===== config.mk =====
export PLATFORM = sky130hd
export DESIGN_NAME = hlar_top
export DESIGN_NICKNAME = d
export VERILOG_FILES = /design/src/hw/hlar_pkg.sv /design/src/hw/hlar_ctl_if.sv /design/src/hw/hlar_top.sv /design/src/hw/hlar_alert.sv
export SDC_FILE = /design/constraint.sdc
export NUM_CORES = 1
export LEC_CHECK = 0
export ABC_CLOCK_PERIOD_IN_PS = 4500
export BUFFER_PORTS_ARGS = -buffer_cell sky130_fd_sc_hd__buf_2
export CAP_MARGIN = 30
export CORE_MARGIN = 10
export CORE_UTILIZATION = 46
export DETAILED_ROUTE_END_ITERATION = 10
export PLACE_DENSITY = 0.68
export SYNTH_ARGS = -nofsm -noshare
export SYNTH_HDL_FRONTEND = slang
export SYNTH_HIERARCHICAL = 1
export SYNTH_SLANG_ARGS = --single-unit

===== constraint.sdc =====
create_clock -name clk_sys -period 4.5 [get_ports clk_sys]
set_input_delay 0.45 -clock clk_sys [delete_from_list [all_inputs] [get_ports clk_sys]]
set_output_delay 0.45 -clock clk_sys [all_outputs]
set_load 0.005 [all_outputs]

===== src/hw/hlar_pkg.sv =====
`default_nettype none
package hlar_pkg;
  // ****************************************
  // clocking and timing
  // ****************************************
  localparam int HLAR_CLK_SYS_KHZ = 25000;
  // oscillator core rate; the system clock above is its only derived domain
  localparam int HLAR_CORE_OSC_KHZ = 16700;
  localparam int HLAR_STD_RATE_KBPS = 100;
  localparam int HLAR_FAST_RATE_KBPS = 400;
  localparam int HLAR_POWERUP_TIME_US = 100;
  // least time, rounded up to whole cycles
  localparam int HLAR_POWERUP_CYCLES = (HLAR_POWERUP_TIME_US * HLAR_CLK_SYS_KHZ + 999) / 1000;

  // ****************************************
  // addresses, keys and field sizes
  // ****************************************
  localparam logic [6:0] HLAR_DEF_SLAVE_ADDR = 7'h2B;
  localparam logic [7:0] HLAR_SOFT_RESET_OFFS = 8'hB1;
  localparam logic [7:0] HLAR_SRST_KEY_ARM = 8'hDE;
  localparam logic [7:0] HLAR_SRST_KEY_FIRE = 8'h00;
  localparam logic [3:0] HLAR_BYTE_BITS = 4'h8;
  localparam logic [2:0] HLAR_SYNC_IDLE = 3'h7;

  // ****************************************
  // state types
  // ****************************************
  typedef enum logic [2:0] {
    HLAR_I_IDLE = 3'b000,
    HLAR_I_ADDR = 3'b001,
    HLAR_I_ADDR_ACK = 3'b010,
    HLAR_I_WRITE = 3'b011,
    HLAR_I_WRITE_ACK = 3'b100,
    HLAR_I_READ = 3'b101,
    HLAR_I_READ_ACK = 3'b110
  } hlar_i2c_st_e;

  typedef enum logic [1:0] {
    HLAR_R_HOLD = 2'b00,
    HLAR_R_INIT = 2'b01,
    HLAR_R_RELOAD = 2'b10,
    HLAR_R_RUN = 2'b11
  } hlar_rst_st_e;

  // a pin level only counts once the second and third stage agree
  function automatic logic hlar_sync_filt(input logic s2, input logic s3, input logic f);
    hlar_sync_filt = (s2 == s3) ? s3 : f;
  endfunction
endpackage
`default_nettype wire


===== src/hw/hlar_ctl_if.sv =====
`timescale 1ns/10ps
`default_nettype none
interface hlar_ctl_if;
  logic sw_reset;
  logic host_read;
  logic ready;
  logic addr_load;
  modport slave (output sw_reset, output host_read, input ready, input addr_load);
  modport ctl (input sw_reset, input host_read, output ready, output addr_load);
endinterface
`default_nettype wire


===== src/hw/hlar_top.sv =====
`timescale 1ns/10ps
`default_nettype none
module hlar_top #(
  parameter int POWERUP_CYCLES = hlar_pkg::HLAR_POWERUP_CYCLES
) (
  input wire logic clk_sys,
  input wire logic reset_n,
  input wire logic hw_reset_n_pin,
  input wire logic scl_in,
  input wire logic sda_in,
  output logic sda_out,
  output logic sda_oe,
  input wire logic host_alert_n_in,
  output logic host_alert_n_out,
  output logic host_alert_n_oe,
  input wire logic key_event,
  input wire logic mode_entered,
  input wire logic comp_done,
  input wire logic shadow_write_done,
  input wire logic burn_done,
  input wire logic scan_tick,
  input wire logic core_scanning,
  input wire logic params_reload_done,
  input wire logic nvm_valid,
  input wire logic [6:0] nvm_slave_addr,
  output logic params_reload_req,
  output logic params_src_nvm,
  output logic gpio_use_shadow,
  output logic core_reset_n,
  output logic [7:0] reg_addr,
  output logic [7:0] reg_wr_data,
  output logic reg_wr_stb,
  output logic reg_rd_stb,
  input wire logic [7:0] reg_rd_data
);
  import hlar_pkg::*;

  hlar_ctl_if ctl_if ();

  hlar_alert #(
    .POWERUP_CYCLES(POWERUP_CYCLES)
  ) u_alert (
    .clk_sys(clk_sys),
    .reset_n(reset_n),
    .hw_reset_n_pin(hw_reset_n_pin),
    .key_event(key_event),
    .mode_entered(mode_entered),
    .comp_done(comp_done),
    .shadow_write_done(shadow_write_done),
    .burn_done(burn_done),
    .scan_tick(scan_tick),
    .core_scanning(core_scanning),
    .params_reload_done(params_reload_done),
    .nvm_valid(nvm_valid),
    .ctl(ctl_if.ctl),
    .host_alert_n_oe(host_alert_n_oe),
    .params_reload_req(params_reload_req),
    .params_src_nvm(params_src_nvm),
    .gpio_use_shadow(gpio_use_shadow),
    .core_reset_n(core_reset_n)
  );

  // ****************************************
  // bus line synchronisers and edge detect
  // ****************************************
  // oversampling at the system clock covers both bus rates alike
  logic [2:0] scl_sync_reg, scl_sync_next;
  logic [2:0] sda_sync_reg, sda_sync_next;
  logic scl_f_reg, scl_f_next, sda_f_reg, sda_f_next;
  logic scl_prev_reg, sda_prev_reg;
  logic od_low_reg;
  logic scl_rise, scl_fall, bus_start, bus_stop;

  always_comb begin
    scl_sync_next = {scl_sync_reg[1:0], scl_in};
    sda_sync_next = {sda_sync_reg[1:0], sda_in};
    scl_f_next = hlar_sync_filt(scl_sync_reg[1], scl_sync_reg[2], scl_f_reg);
    sda_f_next = hlar_sync_filt(sda_sync_reg[1], sda_sync_reg[2], sda_f_reg);
  end

  always_ff @(posedge clk_sys) begin
    if (!reset_n) begin
      scl_sync_reg <= HLAR_SYNC_IDLE;
      sda_sync_reg <= HLAR_SYNC_IDLE;
      scl_f_reg <= 1'b1;
      sda_f_reg <= 1'b1;
      scl_prev_reg <= 1'b1;
      sda_prev_reg <= 1'b1;
      od_low_reg <= 1'b0;
    end else begin
      scl_sync_reg <= scl_sync_next;
      sda_sync_reg <= sda_sync_next;
      scl_f_reg <= scl_f_next;
      sda_f_reg <= sda_f_next;
      scl_prev_reg <= scl_f_reg;
      sda_prev_reg <= sda_f_reg;
      od_low_reg <= 1'b0;
    end
  end

  assign scl_rise = scl_f_reg & ~scl_prev_reg;
  assign scl_fall = ~scl_f_reg & scl_prev_reg;
  assign bus_start = scl_f_reg & scl_prev_reg & sda_prev_reg & ~sda_f_reg;
  assign bus_stop = scl_f_reg & scl_prev_reg & ~sda_prev_reg & sda_f_reg;

  // ****************************************
  // serial slave and soft reset decode
  // ****************************************
  hlar_i2c_st_e st_reg, st_next;
  logic [3:0] cnt_reg, cnt_next;
  logic [7:0] sh_reg, sh_next;
  logic [7:0] ptr_reg, ptr_next;
  logic [7:0] addr_reg, addr_next;
  logic [7:0] wdat_reg, wdat_next;
  logic [6:0] sa_reg, sa_next;
  logic first_reg, first_next;
  logic rw_reg, rw_next;
  logic oe_reg, oe_next;
  logic cont_reg, cont_next;
  logic armed_reg, armed_next;
  logic wr_reg, wr_next;
  logic rd_reg, rd_next;
  logic srst_reg, srst_next;

  always_comb begin
    st_next = st_reg;
    cnt_next = cnt_reg;
    sh_next = sh_reg;
    ptr_next = ptr_reg;
    addr_next = addr_reg;
    wdat_next = wdat_reg;
    sa_next = sa_reg;
    first_next = first_reg;
    rw_next = rw_reg;
    oe_next = oe_reg;
    cont_next = cont_reg;
    armed_next = armed_reg;
    wr_next = 1'b0;
    rd_next = 1'b0;
    srst_next = 1'b0;
    if (ctl_if.addr_load) begin
      sa_next = nvm_valid ? nvm_slave_addr : HLAR_DEF_SLAVE_ADDR;
    end
    // the slave stays deaf until the power-up sequence lets go of the alert
    if (!ctl_if.ready) begin
      st_next = HLAR_I_IDLE;
      oe_next = 1'b0;
      armed_next = 1'b0;
    end else if (bus_start) begin
      st_next = HLAR_I_ADDR;
      cnt_next = 4'h0;
      oe_next = 1'b0;
    end else if (bus_stop) begin
      st_next = HLAR_I_IDLE;
      oe_next = 1'b0;
    end else begin
      case (st_reg)
        HLAR_I_ADDR: begin
          if (scl_rise && cnt_reg != HLAR_BYTE_BITS) begin
            sh_next = {sh_reg[6:0], sda_f_reg};
            cnt_next = cnt_reg + 4'h1;
          end else if (scl_fall && cnt_reg == HLAR_BYTE_BITS) begin
            if (sh_reg[7:1] == sa_reg) begin
              oe_next = 1'b1;
              rw_next = sh_reg[0];
              st_next = HLAR_I_ADDR_ACK;
            end else begin
              st_next = HLAR_I_IDLE;
            end
          end
        end
        HLAR_I_ADDR_ACK: begin
          if (scl_rise && rw_reg) begin
            rd_next = 1'b1;
            addr_next = ptr_reg;
            ptr_next = ptr_reg + 8'h01;
          end else if (scl_fall) begin
            cnt_next = 4'h0;
            if (rw_reg) begin
              sh_next = reg_rd_data;
              oe_next = ~reg_rd_data[7];
              st_next = HLAR_I_READ;
            end else begin
              oe_next = 1'b0;
              first_next = 1'b1;
              st_next = HLAR_I_WRITE;
            end
          end
        end
        HLAR_I_WRITE: begin
          if (scl_rise && cnt_reg != HLAR_BYTE_BITS) begin
            sh_next = {sh_reg[6:0], sda_f_reg};
            cnt_next = cnt_reg + 4'h1;
          end else if (scl_fall && cnt_reg == HLAR_BYTE_BITS) begin
            oe_next = 1'b1;
            st_next = HLAR_I_WRITE_ACK;
            if (first_reg) begin
              ptr_next = sh_reg;
              first_next = 1'b0;
            end else begin
              ptr_next = ptr_reg + 8'h01;
              if (ptr_reg == HLAR_SOFT_RESET_OFFS) begin
                if (sh_reg == HLAR_SRST_KEY_ARM) begin
                  armed_next = 1'b1;
                end else if (sh_reg == HLAR_SRST_KEY_FIRE && armed_reg) begin
                  srst_next = 1'b1;
                  armed_next = 1'b0;
                end else begin
                  armed_next = 1'b0;
                end
              end else begin
                addr_next = ptr_reg;
                wdat_next = sh_reg;
                wr_next = 1'b1;
              end
            end
          end
        end
        HLAR_I_WRITE_ACK: begin
          if (scl_fall) begin
            oe_next = 1'b0;
            cnt_next = 4'h0;
            st_next = HLAR_I_WRITE;
          end
        end
        HLAR_I_READ: begin
          if (scl_rise) begin
            cnt_next = cnt_reg + 4'h1;
          end else if (scl_fall) begin
            if (cnt_reg == HLAR_BYTE_BITS) begin
              oe_next = 1'b0;
              cont_next = 1'b0;
              st_next = HLAR_I_READ_ACK;
            end else begin
              sh_next = {sh_reg[6:0], 1'b0};
              oe_next = ~sh_reg[6];
            end
          end
        end
        HLAR_I_READ_ACK: begin
          if (scl_rise) begin
            if (!sda_f_reg) begin
              rd_next = 1'b1;
              addr_next = ptr_reg;
              ptr_next = ptr_reg + 8'h01;
              cont_next = 1'b1;
            end else begin
              st_next = HLAR_I_IDLE;
            end
          end else if (scl_fall && cont_reg) begin
            sh_next = reg_rd_data;
            oe_next = ~reg_rd_data[7];
            cnt_next = 4'h0;
            st_next = HLAR_I_READ;
          end
        end
        default: st_next = HLAR_I_IDLE;
      endcase
    end
  end

  always_ff @(posedge clk_sys) begin
    if (!reset_n) begin
      st_reg <= HLAR_I_IDLE;
      cnt_reg <= 4'h0;
      sh_reg <= 8'h00;
      ptr_reg <= 8'h00;
      addr_reg <= 8'h00;
      wdat_reg <= 8'h00;
      sa_reg <= HLAR_DEF_SLAVE_ADDR;
      first_reg <= 1'b0;
      rw_reg <= 1'b0;
      oe_reg <= 1'b0;
      cont_reg <= 1'b0;
      armed_reg <= 1'b0;
      wr_reg <= 1'b0;
      rd_reg <= 1'b0;
      srst_reg <= 1'b0;
    end else begin
      st_reg <= st_next;
      cnt_reg <= cnt_next;
      sh_reg <= sh_next;
      ptr_reg <= ptr_next;
      addr_reg <= addr_next;
      wdat_reg <= wdat_next;
      sa_reg <= sa_next;
      first_reg <= first_next;
      rw_reg <= rw_next;
      oe_reg <= oe_next;
      cont_reg <= cont_next;
      armed_reg <= armed_next;
      wr_reg <= wr_next;
      rd_reg <= rd_next;
      srst_reg <= srst_next;
    end
  end

  assign ctl_if.sw_reset = srst_reg;
  assign ctl_if.host_read = rd_reg;
  assign sda_out = od_low_reg;
  assign sda_oe = oe_reg;
  assign host_alert_n_out = od_low_reg;
  assign reg_addr = addr_reg;
  assign reg_wr_data = wdat_reg;
  assign reg_wr_stb = wr_reg;
  assign reg_rd_stb = rd_reg;
endmodule // hlar_top
`default_nettype wire


===== src/hw/hlar_alert.sv =====
`timescale 1ns/10ps
`default_nettype none
module hlar_alert #(
  parameter int POWERUP_CYCLES = hlar_pkg::HLAR_POWERUP_CYCLES
) (
  input wire logic clk_sys,
  input wire logic reset_n,
  input wire logic hw_reset_n_pin,
  input wire logic key_event,
  input wire logic mode_entered,
  input wire logic comp_done,
  input wire logic shadow_write_done,
  input wire logic burn_done,
  input wire logic scan_tick,
  input wire logic core_scanning,
  input wire logic params_reload_done,
  input wire logic nvm_valid,
  hlar_ctl_if.ctl ctl,
  output logic host_alert_n_oe,
  output logic params_reload_req,
  output logic params_src_nvm,
  output logic gpio_use_shadow,
  output logic core_reset_n
);
  import hlar_pkg::*;

  localparam int CNT_W = $clog2(POWERUP_CYCLES + 1);

  // ****************************************
  // reset pin synchroniser
  // ****************************************
  logic [2:0] pin_sync_reg;
  logic pin_f_reg;
  always_ff @(posedge clk_sys) begin
    if (!reset_n) begin
      pin_sync_reg <= 3'h0;
      pin_f_reg <= 1'b0;
    end else begin
      pin_sync_reg <= {pin_sync_reg[1:0], hw_reset_n_pin};
      pin_f_reg <= hlar_sync_filt(pin_sync_reg[1], pin_sync_reg[2], pin_f_reg);
    end
  end

  // ****************************************
  // reset sequencer and alert line
  // ****************************************
  hlar_rst_st_e st_reg, st_next;
  logic [CNT_W-1:0] cnt_reg, cnt_next;
  logic alert_reg, alert_next;
  logic pend_reg, pend_next;
  logic req_reg, req_next;
  logic src_reg, src_next;
  logic gpio_reg, gpio_next;
  logic core_reg, core_next;
  logic ready_reg, ready_next;
  logic load_reg, load_next;
  logic evt;

  assign evt = key_event | mode_entered | comp_done | shadow_write_done | burn_done;

  always_comb begin
    st_next = st_reg;
    cnt_next = cnt_reg;
    alert_next = alert_reg;
    pend_next = pend_reg;
    req_next = 1'b0;
    src_next = src_reg;
    gpio_next = gpio_reg;
    core_next = 1'b1;
    ready_next = ready_reg;
    load_next = 1'b0;
    // only the pin and the two-byte command can restart; power-up is reset_n
    if (!pin_f_reg || ctl.sw_reset) begin
      st_next = HLAR_R_HOLD;
      alert_next = 1'b1;
      pend_next = 1'b0;
      gpio_next = 1'b0;
      ready_next = 1'b0;
      core_next = 1'b0;
    end else begin
      case (st_reg)
        HLAR_R_HOLD: begin
          cnt_next = '0;
          st_next = HLAR_R_INIT;
        end
        HLAR_R_INIT: begin
          alert_next = 1'b1;
          if (cnt_reg == CNT_W'(POWERUP_CYCLES - 1)) begin
            st_next = HLAR_R_RELOAD;
            req_next = 1'b1;
            src_next = nvm_valid;
          end else begin
            cnt_next = cnt_reg + CNT_W'(1);
          end
        end
        HLAR_R_RELOAD: begin
          if (params_reload_done) begin
            st_next = HLAR_R_RUN;
            alert_next = 1'b0;
            gpio_next = 1'b1;
            ready_next = 1'b1;
            load_next = 1'b1;
          end
        end
        HLAR_R_RUN: begin
          if (ctl.host_read) begin
            alert_next = 1'b0;
          end
          // events wait for the scan boundary while the core is scanning; asserting wins over a read
          if (scan_tick || !core_scanning) begin
            if (pend_reg) begin
              alert_next = 1'b1;
            end
            pend_next = 1'b0;
          end
          if (evt) begin
            pend_next = 1'b1;
          end
        end
        default: st_next = HLAR_R_HOLD;
      endcase
    end
  end

  always_ff @(posedge clk_sys) begin
    if (!reset_n) begin
      st_reg <= HLAR_R_HOLD;
      cnt_reg <= '0;
      alert_reg <= 1'b1;
      pend_reg <= 1'b0;
      req_reg <= 1'b0;
      src_reg <= 1'b0;
      gpio_reg <= 1'b0;
      core_reg <= 1'b0;
      ready_reg <= 1'b0;
      load_reg <= 1'b0;
    end else begin
      st_reg <= st_next;
      cnt_reg <= cnt_next;
      alert_reg <= alert_next;
      pend_reg <= pend_next;
      req_reg <= req_next;
      src_reg <= src_next;
      gpio_reg <= gpio_next;
      core_reg <= core_next;
      ready_reg <= ready_next;
      load_reg <= load_next;
    end
  end

  assign host_alert_n_oe = alert_reg;
  assign params_reload_req = req_reg;
  assign params_src_nvm = src_reg;
  assign gpio_use_shadow = gpio_reg;
  assign core_reset_n = core_reg;
  assign ctl.ready = ready_reg;
  assign ctl.addr_load = load_reg;
endmodule // hlar_alert
`default_nettype wire


==> results of run 1 <==
[power by group through the flow]
stage	sequential, mW	combinational, mW	clock [mW]
detailed placement	0.810	0.0359	0
CTS	0.792	0.0361	0.528
global route	0.792	0.0397	0.559
floorplan	0.810	0.0206	0
global placement	0.810	0.0355	0
finish	0.792	0.0355	0.510
[logic make-up after synthesis]
group / Yosys count / share of synthesized area
xor+xnor: 8 / 0.0147
flops: 89 / 0.374
buf+inv: 53 / 0.0486
other cells: 1 / 0.000788
mux: 28 / 0.0591
simple gates: 236 / 0.271
compound gates: 128 / 0.203
fa+ha+maj: 11 / 0.0289
[final timing paths]
kind | from | to | slack (ps) | depth (start not counted)
worst max-delay path | st_reg[1] | sh_reg[5] | 1820 | 5
worst min-delay path | sda_in | sda_sync_reg[0] | 280 | 2
worst max register to register | st_reg[1] | sh_reg[5] | 1820 | 5
worst min register to register | sda_sync_reg[0] | sda_sync_reg[1] | 410 | 1
[Yosys cell counts, drive strengths merged, types with 11 or more instances]
library cell | instances | area share
a21oi | 22 | 0.023
buf | 14 | 0.018
clkbuf | 23 | 0.018
dfxtp | 89 | 0.37
ha | 11 | 0.029
inv | 15 | 0.012
mux2i | 27 | 0.057
nand2 | 77 | 0.061
nand2b | 19 | 0.025
nand3 | 22 | 0.026
nor2 | 27 | 0.023
nor2b | 17 | 0.022
nor3 | 13 | 0.016
nor4 | 11 | 0.018
o21ai | 22 | 0.023
[through the flow]
stage                     utilization  worst slack [ps]
after global placement          0.495              1950
after floorplan                     -              2630
after CTS                       0.513              1920
after detailed placement        0.495              1940
after global routing            0.513              1650
final                           0.513              1820
[per-layer routing]
metal / share of wire / track usage / vias up
met1: 0.46 / 0.204 / 1927
met5: 0 / 0 / -
met2: 0.46 / 0.239 / 132
met4: 0.025 / 0.0745 / 0
li1: - / - / 2055
met3: 0.050 / 0.0287 / 22
[worst reg2reg max path, stage by stage (launching register included)]
cell,delay [ps]
dfxtp_1,780
nor2b_1,480
o211ai_1,180
a211oi_2,860
nand2_1,110
o211a_1,170
[final cells by class]
cell class                 instances  share of cell area
multi-input combinational        413               0.528
sequential                        89               0.341
timing repair buffer              54              0.0527
tap                              136              0.0326
clock buffer                      11              0.0271
inverter                          16              0.0115
clock inverter                     5             0.00742
==> impl_metrics.csv, run 1 <==
group,metric,value,unit
synth,ys_types,81,
global_route,first_global_vias,3906,
floorplan,die_footprint,14800,µm²
sta,setup_violations,0,
placement,numPortBuffers,52,
sta,finalHoldViolations,0,
cts,root_buffer,"clkbuf_8",
floorplan,placementRows,37,
floorplan,ioPinCount,56,
cts,clkLatencyLatePin,360,ps
routing,detail-route-antenna-nets,0,
layout,final_cell_mix,"dfxtp_1, nand2_1, buf_2, mux2i_1, nor2_1",
cts,post-cts-setup-buffer-count,0,
sta,slew_headroom,0.346,
cts,postCtsResizedCells,0,
min_path,worstHoldPathType,"in2reg",
synth,synthesis.instances,554,
layout,sequential_cell_area,1780,µm²
run_status,status,"finished clean",
synth,synth_edf_count,0,
sta,post-route-period-util,0.596,
power_and_ir_drop,power.share.clock,0.382,
synth,synth.avg_cell_area,8.59,µm²
synth,synthesis.yosys.warnings,6,
layout,multi_input_area,2760,µm²
cts,post_cts_hold_buffer_count,0,
global_route,grt_start_max_net_pins,68,
global_route,grt_overall_usage,0.155,
routing,vias,4136,
layout,fin_area,5230,µm²
placement,dp.cells,708,
run,max-cap-violations,0,
sta,worst-slew-pin-transition,979,ps
layout,proportion_of_layout_cells_with_a_drive_suffix_above_1,0.162,
power_and_ir_drop,cellInternalPower,1.03,mW
floorplan,floorplan.initialDensity,0.467,
setup_path,crit_slowest_cell,"a211oi_2",
placement,place.detailed.hpwl,7970,µm
global_route,antenna_found_initial,0,
routing,number_of_optimization_iterations_in_the_first_detailed_route_pass,5,
layout,num-fill-cells,993,
floorplan,chipWidth,122,µm
routing,drt_drc_violations_left,0,
synth,synth_top_flop_cell,"dfxtp_1",
cts,path_clk_slew,90,ps
sta,clock-skew-final,16.7,ps
placement,post_dp_cell_area,5040,µm²
setup_path,worstPathArrival,2930,ps
setup_path,worst_path_dominant_cell_family,"compound AO/OA/AOI/OAI gates",
power_and_ir_drop,netSwitchingPower,311,µW
power_and_ir_drop,swShare,0.233,
cts,number_of_sinks_on_the_clock_net,89,
cts,cts-htree-levels,3,
layout,leading_cell_type_in_the_layout_fill_and_taps_excluded,"dfxtp_1",
global_route,wire_length_of_the_first_global_routing_pass,19100,µm
cts,cts_made_buffers,9,
sta,fin_crit,2680,ps
setup_path,critPathCaptureType,"register",
power_and_ir_drop,seq_power_share,0.592,
layout,stdcell_count,724,
power_and_ir_drop,fin_total_pwr,1.34,mW
setup_path,timing_worst_setup_path_type,"reg2reg",
power_and_ir_drop,leakagePower,1.98,nW
setup_path,crit_path_cell_trace,"nor2b_1, o211ai_1, a211oi_2, nand2_1, o211a_1",
setup_path,cp_max_fo,22,
cts,tritoncts,"yes",
setup_path,crit_path_max_incr_delay,860,ps
sta,fmax,0.373,GHz
global_route,globalRoute.totalOverflow,0,
layout,layout.nets,624,
sta,setup-tns-final,0,ps
placement,globalplace.congestion,0.933,
synth,synth.cell_area,4760,µm²
power_and_ir_drop,vdd.ir_drop.worst,174,µV
setup_path,worst_ep_required_time,4750,ps
floorplan,core,10200,µm²
synth,ys_seq_elements,89,
layout,antenna-diode-count,0,
routing,first_iter_violations,395,
routing,detail_route.wirelength,11300,µm
power_and_ir_drop,pwr_density_cell,256,nW/µm²
power_and_ir_drop,combPwrFrac,0.027,
routing,vias_per_cell,5.71,
setup_path,cp-start-kind,"register",
layout,largest_reg_flops,12,
synth,postSynth.asyncResetShare,0,
synth,seq_area_frac_synth,0.374,
sta,final-max-slew-violation-count,0,
floorplan,die_y,122,µm
cts,max-clock-path-buffers,2,
routing,post_drt_wl_per_cell,15.6,µm
sta,grt_setup_unrepaired,"no",
layout,flow.area_growth_from_synthesis,9.75,%
setup_path,worstPathBufferInverterCount,0,
sta,finalHoldWorstSlack,276,ps
Power figures use the tool's default switching activity.
==> run 2, diff against run 1 <==
ABC_CLOCK_PERIOD_IN_PS = 2700   (was 4500)
clock period = 2.7 ns   (was 4.5 ns; I/O delays follow)
==> impl_metrics.csv, run 2 (synthesis gave the netlist of run 1 again) <==
group,metric,value,unit
run_status,status,"finished clean",
routing,first_iter_violations,401,
setup_path,worst_path_most_repeated_cell,"a41o_1",
cts,number_of_sinks_on_the_clock_net,89,
routing,post_drt_wl_per_cell,15.6,µm
power_and_ir_drop,leakagePower,2.03,nW
cts,post-cts-setup-buffer-count,0,
min_path,worstHoldPathType,"in2reg",
setup_path,critPathCaptureType,"register",
routing,vias,4185,
setup_path,cp_max_fo,16,
placement,globalplace.congestion,0.947,
layout,proportion_of_layout_cells_with_a_drive_suffix_above_1,0.175,
routing,number_of_optimization_iterations_in_the_first_detailed_route_pass,5,
global_route,grt_overall_usage,0.158,
setup_path,crit_path_cell_trace,"nor2b_1, buf_4, nand2_1, a41o_1, o311a_1, a41o_1",
routing,detail-route-antenna-nets,0,
floorplan,ioPinCount,56,
sta,final-max-slew-violation-count,0,
global_route,wire_length_of_the_first_global_routing_pass,19400,µm
run,max-cap-violations,0,
sta,finalHoldViolations,0,
setup_path,cp-start-kind,"register",
floorplan,die_y,122,µm
cts,post_cts_hold_buffer_count,0,
power_and_ir_drop,fin_total_pwr,2.21,mW
layout,leading_cell_type_in_the_layout_fill_and_taps_excluded,"dfxtp_1",
global_route,globalRoute.totalOverflow,0,
sta,slew_headroom,0.600,
placement,numPortBuffers,52,
cts,tritoncts,"yes",
global_route,grt_start_max_net_pins,77,
layout,fin_area,5310,µm²
layout,final_cell_mix,"dfxtp_1, nand2_1, buf_2, mux2i_1, nor2_1",
floorplan,core,10200,µm²
global_route,antenna_found_initial,0,
layout,layout.nets,635,
sta,post-route-period-util,0.811,
floorplan,chipWidth,122,µm
setup_path,worst_ep_required_time,2940,ps
power_and_ir_drop,pwr_density_cell,416,nW/µm²
sta,grt_setup_unrepaired,"no",
cts,max-clock-path-buffers,2,
sta,worst-slew-pin-transition,598,ps
placement,post_dp_cell_area,5140,µm²
routing,vias_per_cell,5.69,
cts,postCtsResizedCells,0,
sta,fmax,0.456,GHz
min_path,min_from,"sda_in",
setup_path,crit_path_max_incr_delay,640,ps
layout,final_core_util,0.522,
setup_path,r2r_start,"scl_prev_reg",
setup_path,crit_slowest_cell,"dfxtp_1",
setup_path,timing_worst_setup_path_type,"reg2reg",
floorplan,floorplan.initialDensity,0.467,
setup_path,worstPathArrival,2430,ps
layout,flow.area_growth_from_synthesis,11.6,%
cts,clkLatencyLatePin,350,ps
sta,setup_violations,0,
layout,largest_reg_flops,12,
cts,path_clk_slew,80,ps
global_route,first_global_vias,4132,
placement,place.detailed.hpwl,8230,µm
sta,clock-skew-final,11.2,ps
sta,setup-tns-final,0,ps
cts,cts-htree-levels,3,
sta,fin_crit,2190,ps
floorplan,placementRows,37,
cts,root_buffer,"clkbuf_8",
power_and_ir_drop,vdd.ir_drop.worst,237,µV
routing,drt_drc_violations_left,0,
setup_path,cp-startpoint,"scl_prev_reg",
floorplan,die_footprint,14800,µm²
layout,num-fill-cells,965,
routing,detail_route.wirelength,11500,µm
cts,cts_made_buffers,9,
layout,antenna-diode-count,0,
-- run 2: changes by cell type in the layout (fill, tap and decap cells not counted), sizes merged --
cell,previous run,this run
buf,54,65
inv,17,15
clkbuf,11,12
clkinvlp,1,2
-- run 2: worst paths after layout --
check	to	slack (ps)	cells past startpoint
worst max register to register	st_reg[1]	510	6
worst min register to register	sda_sync_reg[1]	410	1
worst max-delay path	st_reg[1]	510	6
worst min-delay path	sda_sync_reg[0]	100	2
-- run 2: critical path, delay by kind of cell (launching register included) --
kind	cells	cell delay [ps]
buffers and inverters	1	180
AND/OR/NAND/NOR	2	400
flip-flops	1	640
AO/OA/AOI/OAI	3	870
-- run 2: cell type report --
type                       count  area (µm²)  area share
sequential                    89        1780       0.335
tap                          136         170      0.0320
inverter                      16        60.1      0.0113
multi-input combinational    413        2760       0.519
timing repair buffer          65         370      0.0697
clock buffer                  12         145      0.0273
clock inverter                 4        28.8     0.00542
-- run 2: per-layer routing --
metal	track usage	share of wire	up-vias
li1	-	-	2082
met5	0	0	-
met2	0.258	0.48	113
met3	0.0273	0.041	14
met1	0.199	0.46	1976
met4	0.0723	0.018	0
-- run 2: per-stage QoR --
step	worst slack [ps]	hold WS [ps]	cells
global placement	626	394	719
floorplan	829	371	555
global route	350	97.6	735
CTS	568	84.7	735
finish	509	100	735
detailed placement	578	398	719
-- run 2: power breakdown --
part           switching, mW  internal, mW  total [mW]
registers            0.00217          1.32        1.32
logic                 0.0336        0.0290      0.0625
clock network          0.470         0.361       0.831
==> run 3, diff against run 2 <==
ABC_CLOCK_PERIOD_IN_PS = 2100   (was 2700)
clock period = 2.1 ns   (was 2.7 ns; I/O delays follow)
==> impl_metrics.csv, run 3 (synthesis gave the netlist of run 1 again) <==
group,metric,value,unit
routing,first_iter_violations,277,
cts,root_buffer,"clkbuf_8",
cts,post-cts-setup-buffer-count,0,
routing,vias_per_cell,5.71,
sta,fin_crit,1960,ps
global_route,antenna_found_initial,0,
setup_path,crit_slowest_cell,"a31oi_1",
routing,detail-route-antenna-nets,0,
global_route,grt_overall_usage,0.161,
sta,setup_violations,0,
min_path,worstHoldPathType,"in2reg",
floorplan,floorplan.initialDensity,0.467,
global_route,grt.met1_usage,0.207,
power_and_ir_drop,vdd.ir_drop.worst,328,µV
layout,antenna-diode-count,0,
setup_path,critPathCaptureType,"register",
routing,drt_drc_violations_left,0,
sta,clock-skew-final,10.9,ps
cts,tritoncts,"yes",
cts,number_of_sinks_on_the_clock_net,89,
setup_path,worstPathBufferInverterCount,2,
floorplan,chipWidth,122,µm
setup_path,cp-start-kind,"register",
global_route,grt_util_met2,0.262,
layout,layout.nets,645,
setup_path,crit_path_cell_trace,"inv_1, ha_1, nand3b_1, buf_4, a31oi_1, and4b_1, a31o_2",
sta,worst-slew-pin-transition,655,ps
setup_path,worst_path_dominant_cell_family,"compound AO/OA/AOI/OAI gates",
global_route,globalRouteMet3Util,0.0310,
floorplan,core,10200,µm²
routing,post_drt_wl_per_cell,15.7,µm
global_route,wire_length_of_the_first_global_routing_pass,19900,µm
setup_path,worst_ep_required_time,2420,ps
setup_path,rrSetupSlack,140,ps
global_route,grt_start_max_net_pins,72,
sta,post-route-period-util,0.932,
placement,dp_worst_setup_slack,144,ps
sta,grt_setup_unrepaired,"no",
sta,setup-tns-final,0,ps
sta,finalHoldViolations,0,
sta,final-max-slew-violation-count,0,
global_route,globalRoute.totalOverflow,0,
sta,slew_headroom,0.563,
layout,final_cell_mix,"dfxtp_1, nand2_1, buf_2, mux2i_1, nor2_1",
floorplan,placementRows,37,
layout,leading_cell_type_in_the_layout_fill_and_taps_excluded,"dfxtp_1",
cts,path_clk_slew,90,ps
routing,vias,4251,
placement,place.detailed.hpwl,8530,µm
cts,max-clock-path-buffers,2,
setup_path,timing_worst_setup_path_type,"reg2reg",
layout,proportion_of_layout_cells_with_a_drive_suffix_above_1,0.195,
run,max-cap-violations,0,
sta,final.setup.worst_slack,142,ps
cts,clkLatencyLatePin,360,ps
placement,numPortBuffers,52,
global_route,grt_busiest_layer,"met2",
power_and_ir_drop,pwr_density_cell,554,nW/µm²
setup_path,crit_path_max_incr_delay,400,ps
setup_path,cp_max_fo,8,
placement,globalplace.congestion,0.936,
floorplan,die_y,122,µm
layout,flow.area_growth_from_synthesis,13.9,%
global_route,first_global_vias,4093,
routing,number_of_optimization_iterations_in_the_first_detailed_route_pass,5,
sta,fmax,0.511,GHz
floorplan,die_footprint,14800,µm²
floorplan,ioPinCount,56,
run_status,status,"finished clean",
setup_path,worstPathArrival,2270,ps
cts,cts_made_buffers,9,
cts,cts-htree-levels,3,
layout,largest_reg_flops,12,
routing,detail_route.wirelength,11700,µm
power_and_ir_drop,leakagePower,2.09,nW
run 3: cell count changes in the layout (fill, tap and decap cells not counted), sizes merged:
cell	before	now
buf	65	75
bufinv	0	1
clkinvlp	2	1
run 3: area by class of cell:
cell class	count	area, µm²
inverters	16	60.1
well taps	136	170
clock buffers	12	155
multi-input cells	413	2770
flip-flops and latches	89	1780
fillers	974	4760
clock inverters	4	51.3
repair buffers	75	433
run 3: worst paths after layout:
| check | from | end | cells past startpoint |
|---|---|---|---|
| worst max-delay path | u_alert/st_reg[1] | u_alert/cnt_reg[11] | 7 |
| worst min-delay path | sda_in | sda_sync_reg[0] | 2 |
| worst max register to register | u_alert/st_reg[1] | u_alert/cnt_reg[11] | 7 |
| worst min register to register | scl_sync_reg[0] | scl_sync_reg[1] | 1 |
run 3: worst reg2reg max path: stages, from the launching register on:
cell,delay [ps]
dfxtp_1,330
inv_1,150
ha_1,330
nand3b_1,160
buf_4,200
a31oi_1,410
and4b_1,260
a31o_2,90
run 3: through the flow:
stage | total power [mW] | hold WS [ps] | cells | area, µm² | utilization
6_report | 3.00 | 24.7 | 745 | 5420 | 0.532
5_1_grt | 3.10 | 39.6 | 745 | 5420 | 0.532
4_1_cts | 3.03 | 18.1 | 745 | 5410 | 0.531
3_5_place_dp | 1.82 | 397 | 729 | 5200 | 0.511
3_3_place_gp | 1.81 | 391 | 729 | 5200 | 0.511
2_1_floorplan | 1.78 | 311 | 555 | 4760 | -
run 3: report_power, final:
part	internal [mW]	total, mW	switching, mW
Clock	0.616	1.23	0.615
Combinational	0.0361	0.0781	0.0421
Sequential	1.69	1.70	0.00280
run 3: repair_timing:
item                       CTS  global route
setup endpoints to repair    0            13
hold buffers                 0             0
resized for setup            0             3
run 3: per-layer routing:
| metal | part of all wire | up-vias |
|---|---|---|
| li1 | - | 2099 |
| met1 | 0.45 | 2010 |
| met2 | 0.48 | 118 |
| met3 | 0.051 | 24 |
| met4 | 0.021 | 0 |
| met5 | 0 | - |
